==> config.mk <==
export PLATFORM = sky130hd
export DESIGN_NAME = swl_top
export DESIGN_NICKNAME = d
export VERILOG_FILES = /design/src/common/swl_pkg.sv /design/src/swl_top.sv /design/src/swl_divider.sv
export SDC_FILE = /design/constraint.sdc
export NUM_CORES = 2
export LEC_CHECK = 0
export ABC_CLOCK_PERIOD_IN_PS = 20600
export BUFFER_PORTS_ARGS = -buffer_cell sky130_fd_sc_hd__buf_4
export CAP_MARGIN = 20
export CORE_ASPECT_RATIO = 0.9
export CORE_MARGIN = 10
export CORE_UTILIZATION = 35
export CTS_CLUSTER_DIAMETER = 120
export DETAILED_ROUTE_END_ITERATION = 8
export MAX_ROUTING_LAYER = met4
export PLACE_DENSITY = 0.49
export SYNTH_ARGS = -nofsm -noshare
export SYNTH_HDL_FRONTEND = slang
export SYNTH_HIERARCHICAL = 1
export SYNTH_SLANG_ARGS = --single-unit
==> constraint.sdc <==
create_clock -name ref_clk -period 20.6 [get_ports ref_clk]
set_input_delay 1.03 -clock ref_clk [delete_from_list [all_inputs] [get_ports ref_clk]]
set_output_delay 1.03 -clock ref_clk [all_outputs]
set_load 0.005 [all_outputs]
==> src/common/swl_pkg.sv <==
// Behaviour
// - Mode picks centre or maximum as base
// - Zero amplitude disables swing, centre out
// - Amplitude is base times percentage
// - Jump step is amplitude times jump percentage
// - Output clamped between lower and upper limits
// - Triangle period programmable, ten seconds default
// - Rise share set by coefficient, default half
// - Length is ten times pulses divided by pulses-per-metre
// - Length reached once length exceeds set
// - Length clear input zeroes accumulated length
// - Set count reached flags and halts counting
// - Designated count flags, counting continues
package swl_pkg;
  localparam int CLK_HZ = 25_000_000;
  localparam int SWING_TICK_MS = 100;
  localparam int TICK_CYCLES = CLK_HZ / 1000 * SWING_TICK_MS;
  localparam int DIV_CYCLES = 33;

  localparam logic [7:0] REG_CTRL = 8'h00;
  localparam logic [7:0] REG_CENTER = 8'h04;
  localparam logic [7:0] REG_MAXF = 8'h08;
  localparam logic [7:0] REG_UPPER = 8'h0C;
  localparam logic [7:0] REG_LOWER = 8'h10;
  localparam logic [7:0] REG_SWING_AMP = 8'h14;
  localparam logic [7:0] REG_JUMP_AMP = 8'h18;
  localparam logic [7:0] REG_CYCLE = 8'h1C;
  localparam logic [7:0] REG_RISE_COEF = 8'h20;
  localparam logic [7:0] REG_SET_LEN = 8'h24;
  localparam logic [7:0] REG_ACT_LEN = 8'h28;
  localparam logic [7:0] REG_PULSE_PER_M = 8'h2C;
  localparam logic [7:0] REG_SET_CNT = 8'h30;
  localparam logic [7:0] REG_DES_CNT = 8'h34;
  localparam logic [7:0] REG_COUNT = 8'h38;
  localparam logic [7:0] REG_OUT_FREQ = 8'h3C;
  localparam logic [7:0] REG_IRQ_STAT = 8'h40;
  localparam logic [7:0] REG_IRQ_MASK = 8'h44;
  localparam logic [7:0] REG_FLAGS = 8'h48;

  localparam int CTRL_MODE_BIT = 0;
  localparam int CTRL_LEN_FAST_BIT = 1;
  localparam int CTRL_CNT_FAST_BIT = 2;
  localparam int IRQ_LEN_BIT = 0;
  localparam int IRQ_SET_BIT = 1;
  localparam int IRQ_DES_BIT = 2;

  localparam logic [15:0] PERMILLE = 16'h03E8;
  localparam logic [15:0] SWING_AMP_MAX = 16'h03E8;
  localparam logic [15:0] JUMP_AMP_MAX = 16'h01F4;
  localparam logic [15:0] CYCLE_MAX = 16'h7530;
  localparam logic [31:0] LEN_SCALE = 32'h0000000A;
  localparam logic [27:0] PULSE_MAX = 28'hFFFFFFF;

  localparam logic [2:0] RST_CTRL = 3'h0;
  localparam logic [15:0] RST_CENTER = 16'h1388;
  localparam logic [15:0] RST_MAXF = 16'h1388;
  localparam logic [15:0] RST_UPPER = 16'h1388;
  localparam logic [15:0] RST_LOWER = 16'h0000;
  localparam logic [15:0] RST_SWING_AMP = 16'h0000;
  localparam logic [15:0] RST_JUMP_AMP = 16'h0000;
  localparam logic [15:0] RST_CYCLE = 16'h0064;
  localparam logic [15:0] RST_RISE_COEF = 16'h01F4;
  localparam logic [15:0] RST_SET_LEN = 16'h03E8;
  localparam logic [15:0] RST_PULSE_PER_M = 16'h03E8;
  localparam logic [15:0] RST_SET_CNT = 16'h03E8;
  localparam logic [15:0] RST_DES_CNT = 16'h03E8;

  typedef enum logic [2:0] {
    SW_IDLE = 3'b001,
    SW_RISE = 3'b010,
    SW_FALL = 3'b100
  } swl_swing_t;

  // Share of a value in tenths of a percent
  function automatic logic [15:0] pctOf(input logic [15:0] base, input logic [15:0] pm);
    logic [31:0] prod;
    prod = 32'(base) * 32'(pm);
    return 16'(prod / 32'(PERMILLE));
  endfunction

  function automatic logic [15:0] sat16(input logic [15:0] v, input logic [15:0] lim);
    return (v > lim) ? lim : v;
  endfunction
endpackage

==> src/swl_top.sv <==
module swl_top #(
  parameter int TICK_CYCLES_P = swl_pkg::TICK_CYCLES
) (
  // Clock and reset
  input wire logic ref_clk,
  input wire logic rstn,
  // Avalon-MM slave
  input wire logic [7:0] address,
  input wire logic read,
  input wire logic write,
  input wire logic [31:0] writedata,
  output logic [31:0] readdata,
  output logic waitrequest,
  // Input terminals
  input wire logic lenPulse,
  input wire logic cntPulse,
  input wire logic fastPulseInput,
  input wire logic lenClear,
  input wire logic cntClear,
  // Output terminals
  output logic lenReached,
  output logic setCntReached,
  output logic desCntReached,
  output logic [15:0] swingFreq,
  output logic irq
);
  import swl_pkg::*;

  logic [2:0] ctrl_q;
  logic [15:0] center_q, maxFreq_q, upper_q, lower_q;
  logic [15:0] swingAmp_q, jumpAmp_q, cycle_q, riseCoef_q;
  logic [15:0] setLen_q, ppm_q, setCnt_q, desCnt_q;
  logic [2:0] irqStat_q, irqMask_q, irqStat_d, flagPrev_q, evt;
  logic [31:0] rdData;
  logic wrEn;
  logic [15:0] wd16;

  logic lenSrc, cntSrc, lenPrev_q, cntPrev_q, lenEdge, cntEdge;
  logic [27:0] pulses_q;
  logic [15:0] lenAct_q, count_q;
  logic lenBusy, lenDone, lenDiscard_q;
  logic [31:0] lenQuot;

  logic [15:0] ampW_q, jump_q, riseT_q, fallT_q, phase_q, phaseNext, segLen;
  logic [31:0] tickCnt_q;
  logic swTick, swingOn, swBusy, swDone, swDivRise_q, swDivOk_q;
  logic [16:0] span, stepQ;
  logic [31:0] swQuot;
  logic signed [18:0] off_q;
  swl_swing_t swState_q;

  function automatic logic [15:0] clampF(input logic signed [18:0] v, input logic [15:0] hi,
                                         input logic [15:0] lo);
    if (v > $signed({3'b000, hi})) return hi;
    else if (v < $signed({3'b000, lo})) return lo;
    else return v[15:0];
  endfunction

  // One wait state per access, answer on the second cycle
  assign wrEn = write && !waitrequest;
  assign wd16 = writedata[15:0];

  always_ff @(posedge ref_clk) begin
    if (!rstn) waitrequest <= 1'b1;
    else waitrequest <= !((read || write) && waitrequest);
  end

  always_comb begin
    rdData = 32'h00000000;
    case (address)
      REG_CTRL: rdData = {29'h0, ctrl_q};
      REG_CENTER: rdData = {16'h0, center_q};
      REG_MAXF: rdData = {16'h0, maxFreq_q};
      REG_UPPER: rdData = {16'h0, upper_q};
      REG_LOWER: rdData = {16'h0, lower_q};
      REG_SWING_AMP: rdData = {16'h0, swingAmp_q};
      REG_JUMP_AMP: rdData = {16'h0, jumpAmp_q};
      REG_CYCLE: rdData = {16'h0, cycle_q};
      REG_RISE_COEF: rdData = {16'h0, riseCoef_q};
      REG_SET_LEN: rdData = {16'h0, setLen_q};
      REG_ACT_LEN: rdData = {16'h0, lenAct_q};
      REG_PULSE_PER_M: rdData = {16'h0, ppm_q};
      REG_SET_CNT: rdData = {16'h0, setCnt_q};
      REG_DES_CNT: rdData = {16'h0, desCnt_q};
      REG_COUNT: rdData = {16'h0, count_q};
      REG_OUT_FREQ: rdData = {16'h0, swingFreq};
      REG_IRQ_STAT: rdData = {29'h0, irqStat_q};
      REG_IRQ_MASK: rdData = {29'h0, irqMask_q};
      REG_FLAGS: rdData = {29'h0, desCntReached, setCntReached, lenReached};
      default: rdData = 32'h00000000;
    endcase
  end

  always_ff @(posedge ref_clk) begin
    if (!rstn) readdata <= 32'h00000000;
    else if (read && waitrequest) readdata <= rdData;
  end

  // Out-of-range settings saturate so the arithmetic stays bounded
  always_ff @(posedge ref_clk) begin
    if (!rstn) begin
      ctrl_q <= RST_CTRL;
      center_q <= RST_CENTER;
      maxFreq_q <= RST_MAXF;
      upper_q <= RST_UPPER;
      lower_q <= RST_LOWER;
      swingAmp_q <= RST_SWING_AMP;
      jumpAmp_q <= RST_JUMP_AMP;
      cycle_q <= RST_CYCLE;
      riseCoef_q <= RST_RISE_COEF;
      setLen_q <= RST_SET_LEN;
      ppm_q <= RST_PULSE_PER_M;
      setCnt_q <= RST_SET_CNT;
      desCnt_q <= RST_DES_CNT;
      irqMask_q <= 3'h0;
    end else if (wrEn) begin
      case (address)
        REG_CTRL: ctrl_q <= writedata[2:0];
        REG_CENTER: center_q <= wd16;
        REG_MAXF: maxFreq_q <= wd16;
        REG_UPPER: upper_q <= wd16;
        REG_LOWER: lower_q <= wd16;
        REG_SWING_AMP: swingAmp_q <= sat16(wd16, SWING_AMP_MAX);
        REG_JUMP_AMP: jumpAmp_q <= sat16(wd16, JUMP_AMP_MAX);
        REG_CYCLE: cycle_q <= sat16(wd16, CYCLE_MAX);
        REG_RISE_COEF: riseCoef_q <= sat16(wd16, PERMILLE);
        REG_SET_LEN: setLen_q <= wd16;
        REG_PULSE_PER_M: ppm_q <= (wd16 == 16'h0000) ? 16'h0001 : wd16;
        REG_SET_CNT: setCnt_q <= (wd16 == 16'h0000) ? 16'h0001 : wd16;
        REG_DES_CNT: desCnt_q <= (wd16 == 16'h0000) ? 16'h0001 : wd16;
        REG_IRQ_MASK: irqMask_q <= writedata[2:0];
        default: ;
      endcase
    end
  end

  // Flag rises feed the sticky status; set wins over a write-one clear
  assign evt = {desCntReached, setCntReached, lenReached} & ~flagPrev_q;

  always_comb begin
    irqStat_d = irqStat_q;
    if (wrEn && address == REG_IRQ_STAT) irqStat_d = irqStat_d & ~writedata[2:0];
    irqStat_d = irqStat_d | evt;
  end

  always_ff @(posedge ref_clk) begin
    if (!rstn) begin
      flagPrev_q <= 3'h0;
      irqStat_q <= 3'h0;
      irq <= 1'b0;
    end else begin
      flagPrev_q <= {desCntReached, setCntReached, lenReached};
      irqStat_q <= irqStat_d;
      irq <= |(irqStat_d & irqMask_q);
    end
  end

  assign lenSrc = ctrl_q[CTRL_LEN_FAST_BIT] ? fastPulseInput : lenPulse;
  assign cntSrc = ctrl_q[CTRL_CNT_FAST_BIT] ? fastPulseInput : cntPulse;
  assign lenEdge = lenSrc && !lenPrev_q;
  assign cntEdge = cntSrc && !cntPrev_q;

  always_ff @(posedge ref_clk) begin
    if (!rstn) begin
      lenPrev_q <= 1'b0;
      cntPrev_q <= 1'b0;
    end else begin
      lenPrev_q <= lenSrc;
      cntPrev_q <= cntSrc;
    end
  end

  always_ff @(posedge ref_clk) begin
    if (!rstn) pulses_q <= 28'h0;
    else if (lenClear) pulses_q <= 28'h0;
    else if (lenEdge && pulses_q != PULSE_MAX) pulses_q <= pulses_q + 28'h1;
  end

  swl_divider lenDiv (
    .ref_clk(ref_clk),
    .rstn(rstn),
    .start(!lenBusy),
    .dividend(32'(pulses_q) * LEN_SCALE),
    .divisor(ppm_q),
    .busy(lenBusy),
    .done(lenDone),
    .quotient(lenQuot)
  );

  // A division in flight at a clear would bring back the old length
  // tenths of a metre from pulse count
  always_ff @(posedge ref_clk) begin
    if (!rstn) begin
      lenAct_q <= 16'h0000;
      lenDiscard_q <= 1'b0;
    end else if (lenClear) begin
      lenAct_q <= 16'h0000;
      lenDiscard_q <= 1'b1;
    end else begin
      if (lenDone && !lenDiscard_q) lenAct_q <= (lenQuot > 32'h0000FFFF) ? 16'hFFFF : lenQuot[15:0];
      if (!lenBusy) lenDiscard_q <= 1'b0;
    end
  end

  always_ff @(posedge ref_clk) begin
    if (!rstn) lenReached <= 1'b0;
    else if (lenClear) lenReached <= 1'b0;
    else if (lenAct_q > setLen_q) lenReached <= 1'b1;
  end

  always_ff @(posedge ref_clk) begin
    if (!rstn) count_q <= 16'h0000;
    else if (cntClear) count_q <= 16'h0000;
    else if (cntEdge && count_q < setCnt_q) count_q <= count_q + 16'h0001;
  end

  always_ff @(posedge ref_clk) begin
    if (!rstn) begin
      setCntReached <= 1'b0;
      desCntReached <= 1'b0;
    end else if (cntClear) begin
      setCntReached <= 1'b0;
      desCntReached <= 1'b0;
    end else begin
      if (count_q >= setCnt_q) setCntReached <= 1'b1;
      if (count_q >= desCnt_q) desCntReached <= 1'b1;
    end
  end

  // base from mode; jump from amplitude
  always_ff @(posedge ref_clk) begin
    if (!rstn) begin
      ampW_q <= 16'h0000;
      jump_q <= 16'h0000;
      riseT_q <= 16'h0000;
      fallT_q <= 16'h0000;
    end else begin
      ampW_q <= pctOf(ctrl_q[CTRL_MODE_BIT] ? maxFreq_q : center_q, swingAmp_q);
      jump_q <= pctOf(ampW_q, jumpAmp_q);
      riseT_q <= pctOf(cycle_q, riseCoef_q);
      fallT_q <= cycle_q - pctOf(cycle_q, riseCoef_q);
    end
  end

  assign swTick = tickCnt_q == 32'(TICK_CYCLES_P - 1);
  assign swingOn = swingAmp_q != 16'h0000 && cycle_q != 16'h0000;
  assign phaseNext = phase_q + 16'h0001;
  assign segLen = (swState_q == SW_RISE) ? riseT_q : fallT_q;

  always_ff @(posedge ref_clk) begin
    if (!rstn || swTick) tickCnt_q <= 32'h00000000;
    else tickCnt_q <= tickCnt_q + 32'h00000001;
  end

  // rise then fall share of the period
  always_ff @(posedge ref_clk) begin
    if (!rstn || !swingOn) begin
      swState_q <= SW_IDLE;
      phase_q <= 16'h0000;
    end else begin
      unique case (swState_q)
        SW_IDLE: begin
          swState_q <= SW_RISE;
          phase_q <= 16'h0000;
        end
        SW_RISE: begin
          if (riseT_q == 16'h0000 || (swTick && phaseNext >= riseT_q)) begin
            swState_q <= SW_FALL;
            phase_q <= 16'h0000;
          end else if (swTick) phase_q <= phaseNext;
        end
        SW_FALL: begin
          if (fallT_q == 16'h0000 || (swTick && phaseNext >= fallT_q)) begin
            swState_q <= SW_RISE;
            phase_q <= 16'h0000;
          end else if (swTick) phase_q <= phaseNext;
        end
      endcase
    end
  end

  // Ramp spans twice the amplitude less one jump, the jump happens at the turn
  assign span = {ampW_q, 1'b0} - {1'b0, jump_q};
  // Last phase lands on the turn point; a one-tick ramp goes straight there
  assign stepQ = (swQuot > 32'(span)) ? span : swQuot[16:0];

  swl_divider swDiv (
    .ref_clk(ref_clk),
    .rstn(rstn),
    .start(!swBusy),
    .dividend(32'(span) * 32'(phase_q)),
    .divisor(segLen - 16'h0001),
    .busy(swBusy),
    .done(swDone),
    .quotient(swQuot)
  );

  always_ff @(posedge ref_clk) begin
    if (!rstn) begin
      swDivRise_q <= 1'b1;
      swDivOk_q <= 1'b0;
      off_q <= 19'sh0;
    end else begin
      if (!swBusy) begin
        swDivRise_q <= swState_q == SW_RISE;
        swDivOk_q <= swState_q != SW_IDLE && segLen != 16'h0000;
      end
      if (swDone && swDivOk_q) begin
        if (swDivRise_q)
          off_q <= $signed({3'b000, jump_q}) - $signed({3'b000, ampW_q}) + $signed({2'b00, stepQ});
        else
          off_q <= $signed({3'b000, ampW_q}) - $signed({3'b000, jump_q}) - $signed({2'b00, stepQ});
      end
    end
  end

  always_ff @(posedge ref_clk) begin
    if (!rstn) swingFreq <= 16'h0000;
    else if (swState_q == SW_IDLE) swingFreq <= clampF($signed({3'b000, center_q}), upper_q, lower_q);
    else swingFreq <= clampF($signed({3'b000, center_q}) + off_q, upper_q, lower_q);
  end
endmodule // swl_top

==> src/swl_divider.sv <==
module swl_divider (
  // Clock and reset
  input wire logic ref_clk,
  input wire logic rstn,
  // Request
  input wire logic start,
  input wire logic [31:0] dividend,
  input wire logic [15:0] divisor,
  // Answer
  output logic busy,
  output logic done,
  output logic [31:0] quotient
);
  import swl_pkg::*;

  logic [15:0] rem_q;
  logic [31:0] work_q;
  logic [15:0] div_q;
  logic [5:0] cnt_q;
  logic [16:0] shifted;
  logic ge;
  logic [15:0] remNext;
  logic [31:0] workNext;

  // Zero divisor falls out as all ones
  always_comb begin
    shifted = {rem_q, work_q[31]};
    ge = shifted >= {1'b0, div_q};
    remNext = ge ? 16'(shifted - {1'b0, div_q}) : shifted[15:0];
    workNext = {work_q[30:0], ge};
  end

  always_ff @(posedge ref_clk) begin
    if (!rstn) begin
      busy <= 1'b0;
      done <= 1'b0;
      cnt_q <= 6'h00;
      rem_q <= 16'h0000;
      work_q <= 32'h00000000;
      div_q <= 16'h0000;
      quotient <= 32'h00000000;
    end else begin
      done <= 1'b0;
      if (start && !busy) begin
        busy <= 1'b1;
        rem_q <= 16'h0000;
        work_q <= dividend;
        div_q <= divisor;
        cnt_q <= 6'h20;
      end else if (busy) begin
        rem_q <= remNext;
        work_q <= workNext;
        cnt_q <= cnt_q - 6'h01;
        if (cnt_q == 6'h01) begin
          busy <= 1'b0;
          done <= 1'b1;
          quotient <= workNext;
        end
      end
    end
  end
endmodule // swl_divider

[Yosys cells after proc, flatten, opt, wreduce, memory -nomap -nowiden]
Index checks and enable logic that the tools add are counted.
Storage, ports and cells
  flip-flop bits (word level): 664
  bits of input ports: 49
  output and inout bits: 53
  logic and storage cells: 227
Cells by class
  add/sub/neg operators: 16
  $mul: 5
  divide/modulo/power cells: 3
  order comparisons: 17
  equal/unequal tests: 29
  multiplexer cells: 39
  bitwise gates (word level): 7
  reduce and logical (&&, ||, !) cells: 55
Operator list (count)
  one-hot mux 16 bit (19 select lines): 1
  two-way mux 16 bit: 17
  divider 32 x 10 -> 32 bit, second input constant: 3
  multiplier 16 x 16 -> 32 bit: 3
  equality test 8 x 6 -> 1 bit, second input constant: 8
  greater-or-equal comparator 16 bit: 4
  two-way mux 32 bit: 2
  logical NOT 16 bit: 3
  one-hot mux 16 bit (3 select lines): 1
  nonzero test 16 bit: 3
  subtractor 16 bit: 3
  AND reduction 2 bit: 19
  greater-or-equal comparator 17 x 16 -> 1 bit: 2
  subtractor 16 x 16 -> 17 bit: 2
  adder 16 x 1 -> 16 bit, second input constant: 2
  adder 32 x 1 -> 32 bit, second input constant: 1
  equality test 32 x 22 -> 1 bit, second input constant: 1
  equality test 8 x 5 -> 1 bit, second input constant: 4
  greater-than comparator 16 bit: 2
  greater-than comparator 32 x 16 -> 1 bit, second input constant: 1
  greater-than comparator 32 x 17 -> 1 bit: 1
  less-than comparator 16 bit: 2
  multiplier 17 x 16 -> 32 bit: 1
  multiplier 28 x 3 -> 31 bit, second input constant: 1
  other kinds (39): 84

[Longest topological paths before layout]
  depth in word-level cells: 7
  gate-level depth with buffers: 107

[Cells and area by module]
Netlist, hierarchy kept.
By module, submodules not included
  swl_top: times used 1, cells an instance 10549, area each 82571.7 µm²
  swl_divider: times used 2, cells an instance 632, area each 5016.1 µm²

[Least setup slack after synthesis]
No wires, ideal clock.
  kind: reg2reg
  from: register cycle_q[7]
  to: register fallT_q[14]
  setup time: 128 ps
  data arrival time: 22627 ps
  required time: 20472 ps
  setup slack: -2155 ps
  stages on the path, launching flop included: 96
  path buffers: 9
  clock period less this slack: 22755 ps
  cells stage by stage: dfxtp_1 clkbuf_1 clkbuf_1 nand2_1 fa_1 inv_1 fa_1 fa_1 fa_1 fa_1 inv_1 fa_1 inv_1 ha_1 buf_2 a21oi_1 o211ai_1 a41oi_1 [... 60 more ...] ha_1 inv_1 fa_1 a21o_1 a21o_1 nand2_1 nand2b_1 a21oi_1 o21bai_1 a21oi_1 o21bai_1 a21oi_1 o21bai_1 a21oi_1 o21bai_1 a21oi_1 xor2_1 nor2_1
On the way
  cells in the longest elaborated chain, start to end: 3
RTL lines
  start, declared: line swl_top.sv:31  | logic [15:0] swingAmp_q, jumpAmp_q, cycle_q, riseCoef_q;
  start signal, assigned: line swl_top.sv:125  | REG_CYCLE: cycle_q <= sat16(wd16, CYCLE_MAX);
  multiplier 16 x 16 -> 32 bit: line swl_pkg.sv:77  | prod = 32'(base) * 32'(pm);
  divider 32 x 10 -> 32 bit: line swl_pkg.sv:78  | return 16'(prod / 32'(PERMILLE));
  subtractor 16 bit *: line swl_top.sv:241  | fallT_q <= cycle_q - pctOf(cycle_q, riseCoef_q);
  end signal, assigned: line swl_top.sv:241
  end, declared: line swl_top.sv:44  | logic [15:0] ampW_q, jump_q, riseT_q, fallT_q, phase_q, phaseNext, segLen;
Every way passes the cells marked *; elsewhere a longest branch is shown, timed or not.
A chain may end at the register's enable or synchronous reset.

[Worst setup path in the final report]
  from: register riseCoef_q[4]
  to: register fallT_q[15]
On the way
  cells in the longest elaborated chain, start to end: 3
RTL lines
  start, declared: line swl_top.sv:31
  start signal, assigned: line swl_top.sv:126  | REG_RISE_COEF: riseCoef_q <= sat16(wd16, PERMILLE);
  multiplier 16 x 16 -> 32 bit: line swl_pkg.sv:77
  divider 32 x 10 -> 32 bit: line swl_pkg.sv:78
  subtractor 16 bit: line swl_top.sv:241
No other way between the ends.

==> key figures <==
Global routing
  – Largest net degree at the start of global routing: 110
  – Initial antenna violation count: 26
  – Global-route wire length before repair: 513000 um
  – Total Routing Usage GR: roughly 23%
  – Aggregate global routing overflow: 0
  – Number of global-route vias before repair: 90321

Final layout
  – # nets final: roughly 15000
  – Layout cell share with drive strength beyond 1: a little under a quarter
  – Area growth from synthesis to layout: 27.1%

Setup path
  – Critical path endpoint category: flip-flop
  – CP required: roughly 21 ns
  – Critical Path AT: 22.65 ns
  – Critical Path Fanout Max: 8
  – Startpoint Class: flip-flop
  – Crit-path slowest cell: or4_4
  – Most frequent CP cell: buf_4
  – Max incr delay on CP: between 0.5 and 0.6 ns
  – Critical path type: reg -> reg

Pwr
  – VDD IR max: ~0.075 mV
  – PD cells: approximately 33 nW/um^2
  – Pleak: ~52 nW

Drt
  – DRT iter0 DRCs: around 6600
  – Antenna Nets Post-Route: 0
  – Routed vias/inst: around 5.4
  – Vias: around 91000
  – WL/cell: approximately 19 um
  – First-pass DRT Iterations: 8
  – Drt total wl: around 330000 um
  – DRC: 0

Clocking
  – H-tree Lvls: 3
  – CTS tree: done
  – CTS max path bufs: 3
  – Root Buffer: clkbuf_16
  – Hold Buf Count CTS: 0
  – Clock transition at path regs: 0.06 ns
  – Worst-Skew Late Latency: 0.73 ns
  – Num CTS Buffers: 81
  – Clk sink count: around 650

Placement
  – IO Port Bufs: 69
  – Detailed Place HPWL: approximately 260000 um
  – GPL Wtd Cong: between 0.9 and 1

Synth
  – Post-Syn Instances: roughly 12000
  – Syn Area/Cell: between 7 and 8 um^2
  – Mapped cell area: 92600 um^2
  – Yosys warns: 6
  – Yosys cell types: ~150
  – Top_reg_cell synth: dfxtp_1
  – Post-synth EDFFs: 0
  – Asr flop ratio synth: 0%
  – Sequential area share after synthesis: between 10% and 20%
  – Yosys reg bits: between 600 and 700

STA
  – Slew headroom: between 20% and 30%
  – Slew Viols, Final: 0
  – RSZ-0062 raised after global routing: true
  – Hold Vio Cnt, Final: 0
  – # setup viols final: 13
  – Final worst slack: -1.47 ns
  – Fin crit share: 107%
  – Worst Max-Slew Pin Slew: 1.17 ns
  – Final min period: between 20 and 25 ns
  – Setup Skew: a little over 0.06 ns
  – Final Hold Slack: between 0.4 and 0.5 ns
  – TNS Setup: -10.56 ns
  – Achievable Freq: between 0.04 and 0.05 GHz

Floorplan
  – I/O Pins: slightly above 100
  – Die area: roughly 290000 um^2
  – Core footprint: roughly 260000 um^2
  – Die Span Y: between 500 and 600 um
  – Starting Density: about a third
  – Num rows: approximately 180
  – Die Wd: ~560 um

Status
  – Status: finished with violations
  – Failing checks: negative setup slack

Run
  – Max Cap Viol: 0

Worst hold path
  – Worst min path class: reg -> reg
-- critical path, delay by kind of cell (launching register included) --
| kind | cells | cell delay (ns) |
|---|---|---|
| AO/OA/AOI/OAI | 44 | 9.26 |
| AND/OR/NAND/NOR | 23 | 5.35 |
| adder cells (fa/ha/maj) | 8 | 3.42 |
| buffers and inverters | 20 | 2.55 |
| multiplexers | 3 | 0.51 |
| XOR/XNOR | 3 | 0.43 |
| flip-flops | 1 | 0.38 |
-- kinds of logic (layout without fill, tap and decap cells) --
kind of cell,Yosys count,count (layout),share of synthesized area [%]
compound gates,2792,2793,21.0
mux,244,247,2.75
simple gates,4169,4169,21.5
flops,648,648,14.0
fa+ha+maj,1589,1589,27.9
buf+inv,1847,3356,7.86
other cells,1,39,0.00405
xor+xnor,523,523,4.99
-- layout make-up --
type                    count  area [um^2]
fillers                 26454       146000
multi-input cells        9338        77200
repair buffers           1958        15400
flip-flops and latches    648        13100
inverters                1252         4710
well taps                3529         4420
clock buffers             112         2320
clock inverters            34          532
diodes                     22         55.1
-- power breakdown --
group          total, mW  leakage (nW)  switching (mW)  internal [mW]
logic               1.01          45.5           0.580          0.434
registers           1.33          5.26          0.0420           1.29
clock network       1.54          1.38           0.635          0.901
-- Yosys cell counts, types with 24 or more instances --
| cell | n | area, um^2 |
|---|---|---|
| mux2i_1 | 182 | 1820 |
| or2_2 | 31 | 194 |
| fa_1 | 799 | 16000 |
| nor3_1 | 239 | 1200 |
| o21bai_1 | 103 | 773 |
| nand2b_1 | 103 | 644 |
| nor2_1 | 795 | 2980 |
| buf_4 | 43 | 323 |
| o221ai_1 | 25 | 219 |
| a22oi_1 | 106 | 796 |
| and3_1 | 94 | 588 |
| xor2_1 | 162 | 1420 |
| o31ai_1 | 51 | 383 |
| dfxtp_1 | 648 | 13000 |
| or3_1 | 63 | 394 |
| o21ai_1 | 41 | 205 |
| nor4_1 | 79 | 494 |
| a211o_1 | 31 | 272 |
| mux2_2 | 51 | 574 |
| ha_1 | 779 | 9750 |
| o21ai_0 | 375 | 1880 |
| a21boi_0 | 29 | 218 |
| o211ai_1 | 137 | 1030 |
| o21a_1 | 66 | 495 |
| a21o_1 | 158 | 1190 |
| a311oi_1 | 39 | 342 |
| a22o_1 | 32 | 280 |
| xnor2_1 | 356 | 3120 |
| o22ai_1 | 35 | 219 |
| o2111ai_1 | 47 | 412 |
| a211oi_1 | 120 | 901 |
| nor2b_1 | 94 | 588 |
| buf_2 | 51 | 255 |
| a21oi_1 | 805 | 4030 |
| nand3_1 | 247 | 1240 |
| and2_1 | 520 | 3250 |
| clkbuf_1 | 460 | 1730 |
| inv_1 | 1242 | 4660 |
| a221oi_1 | 37 | 324 |
| nand2_1 | 1604 | 6020 |
| and4_1 | 29 | 254 |
| nand4_1 | 117 | 732 |
| o221a_2 | 42 | 473 |
| a31oi_1 | 89 | 557 |
| o211a_1 | 24 | 240 |
-- layer usage --
| metal | routed length, um | share of wire [%] | global-route usage, % | up-vias |
|---|---|---|---|---|
| met5 | 0 | 0 | - | - |
| met4 | 12100 | 3.7 | 7.39 | 0 |
| met3 | 16400 | 5.0 | 2.56 | 533 |
| met2 | 150000 | 46 | 35.6 | 2243 |
| met1 | 151000 | 46 | 30.1 | 44189 |
| li1 | - | - | - | 43639 |
-- registers in the layout, summed over array words and instances, names as in the netlist, 19 cells and up --
| name | cells |
|---|---|
| swDiv/quotient | 32 |
| off_q | 19 |
| swDiv/work_q | 32 |
| lenDiv/quotient | 32 |
| lenDiv/work_q | 32 |
| tickCnt_q | 32 |
| pulses_q | 28 |
-- placed cells by master (no fill, tap or decap), drive strengths merged, types with 47 or more instances in the layout --
| cell type | n |
|---|---|
| inv | 1253 |
| and2 | 526 |
| or2 | 47 |
| nand2 | 1612 |
| nand4 | 117 |
| clkbuf | 114 |
| dfxtp | 648 |
| or3 | 63 |
| a211oi | 135 |
| a22oi | 108 |
| o21ai | 424 |
| buf | 1955 |
| a21o | 158 |
| ha | 779 |
| and3 | 96 |
| a31oi | 93 |
| mux2 | 60 |
| xor2 | 163 |
| nor2b | 94 |
| nor3 | 248 |
| a21oi | 815 |
| nand2b | 104 |
| xnor2 | 360 |
| o31ai | 62 |
| o211ai | 140 |
| nor4 | 83 |
| nand3 | 248 |
| nor2 | 801 |
| mux2i | 187 |
| fa | 799 |
| o21bai | 103 |
| o21a | 67 |
| o2111ai | 47 |
-- through the flow --
stage	util [%]	setup WS, ns	std cells	cell area (um^2)	power (mW)
2_1_floorplan	-	-1.21	11829	93400	1.97
3_3_place_gp	41.2	-2.46	16526	109000	2.27
3_5_place_dp	41.2	-2.92	16531	109000	2.28
4_1_cts	43.0	-1.34	16756	113000	3.87
5_1_grt	44.6	-2.45	16889	118000	4.05
6_report	44.6	-1.47	16893	118000	3.88
-- what timing repair did --
| item | 4_1_cts | 5_1_grt |
|---|---|---|
| endpoints found under the setup margin | 21 | 24 |
| cloned | 1 | 6 |
| buffers inserted | 83 | 111 |
| resized for setup | 288 | 657 |
| pin swaps | 140 | 275 |
-- final timing paths --
check / slack (ns) / end / cells past startpoint / startpoint
setup / recovery: -1.47 / fallT_q[15] / 101 / riseCoef_q[4]
hold / removal: 0.45 / lenDiv/quotient[4] / 2 / lenDiv/work_q[3]
setup reg to reg: -1.47 / fallT_q[15] / 101 / riseCoef_q[4]
hold reg to reg: 0.45 / lenDiv/quotient[4] / 2 / lenDiv/work_q[3]
(Power assumes the default switching activity.)
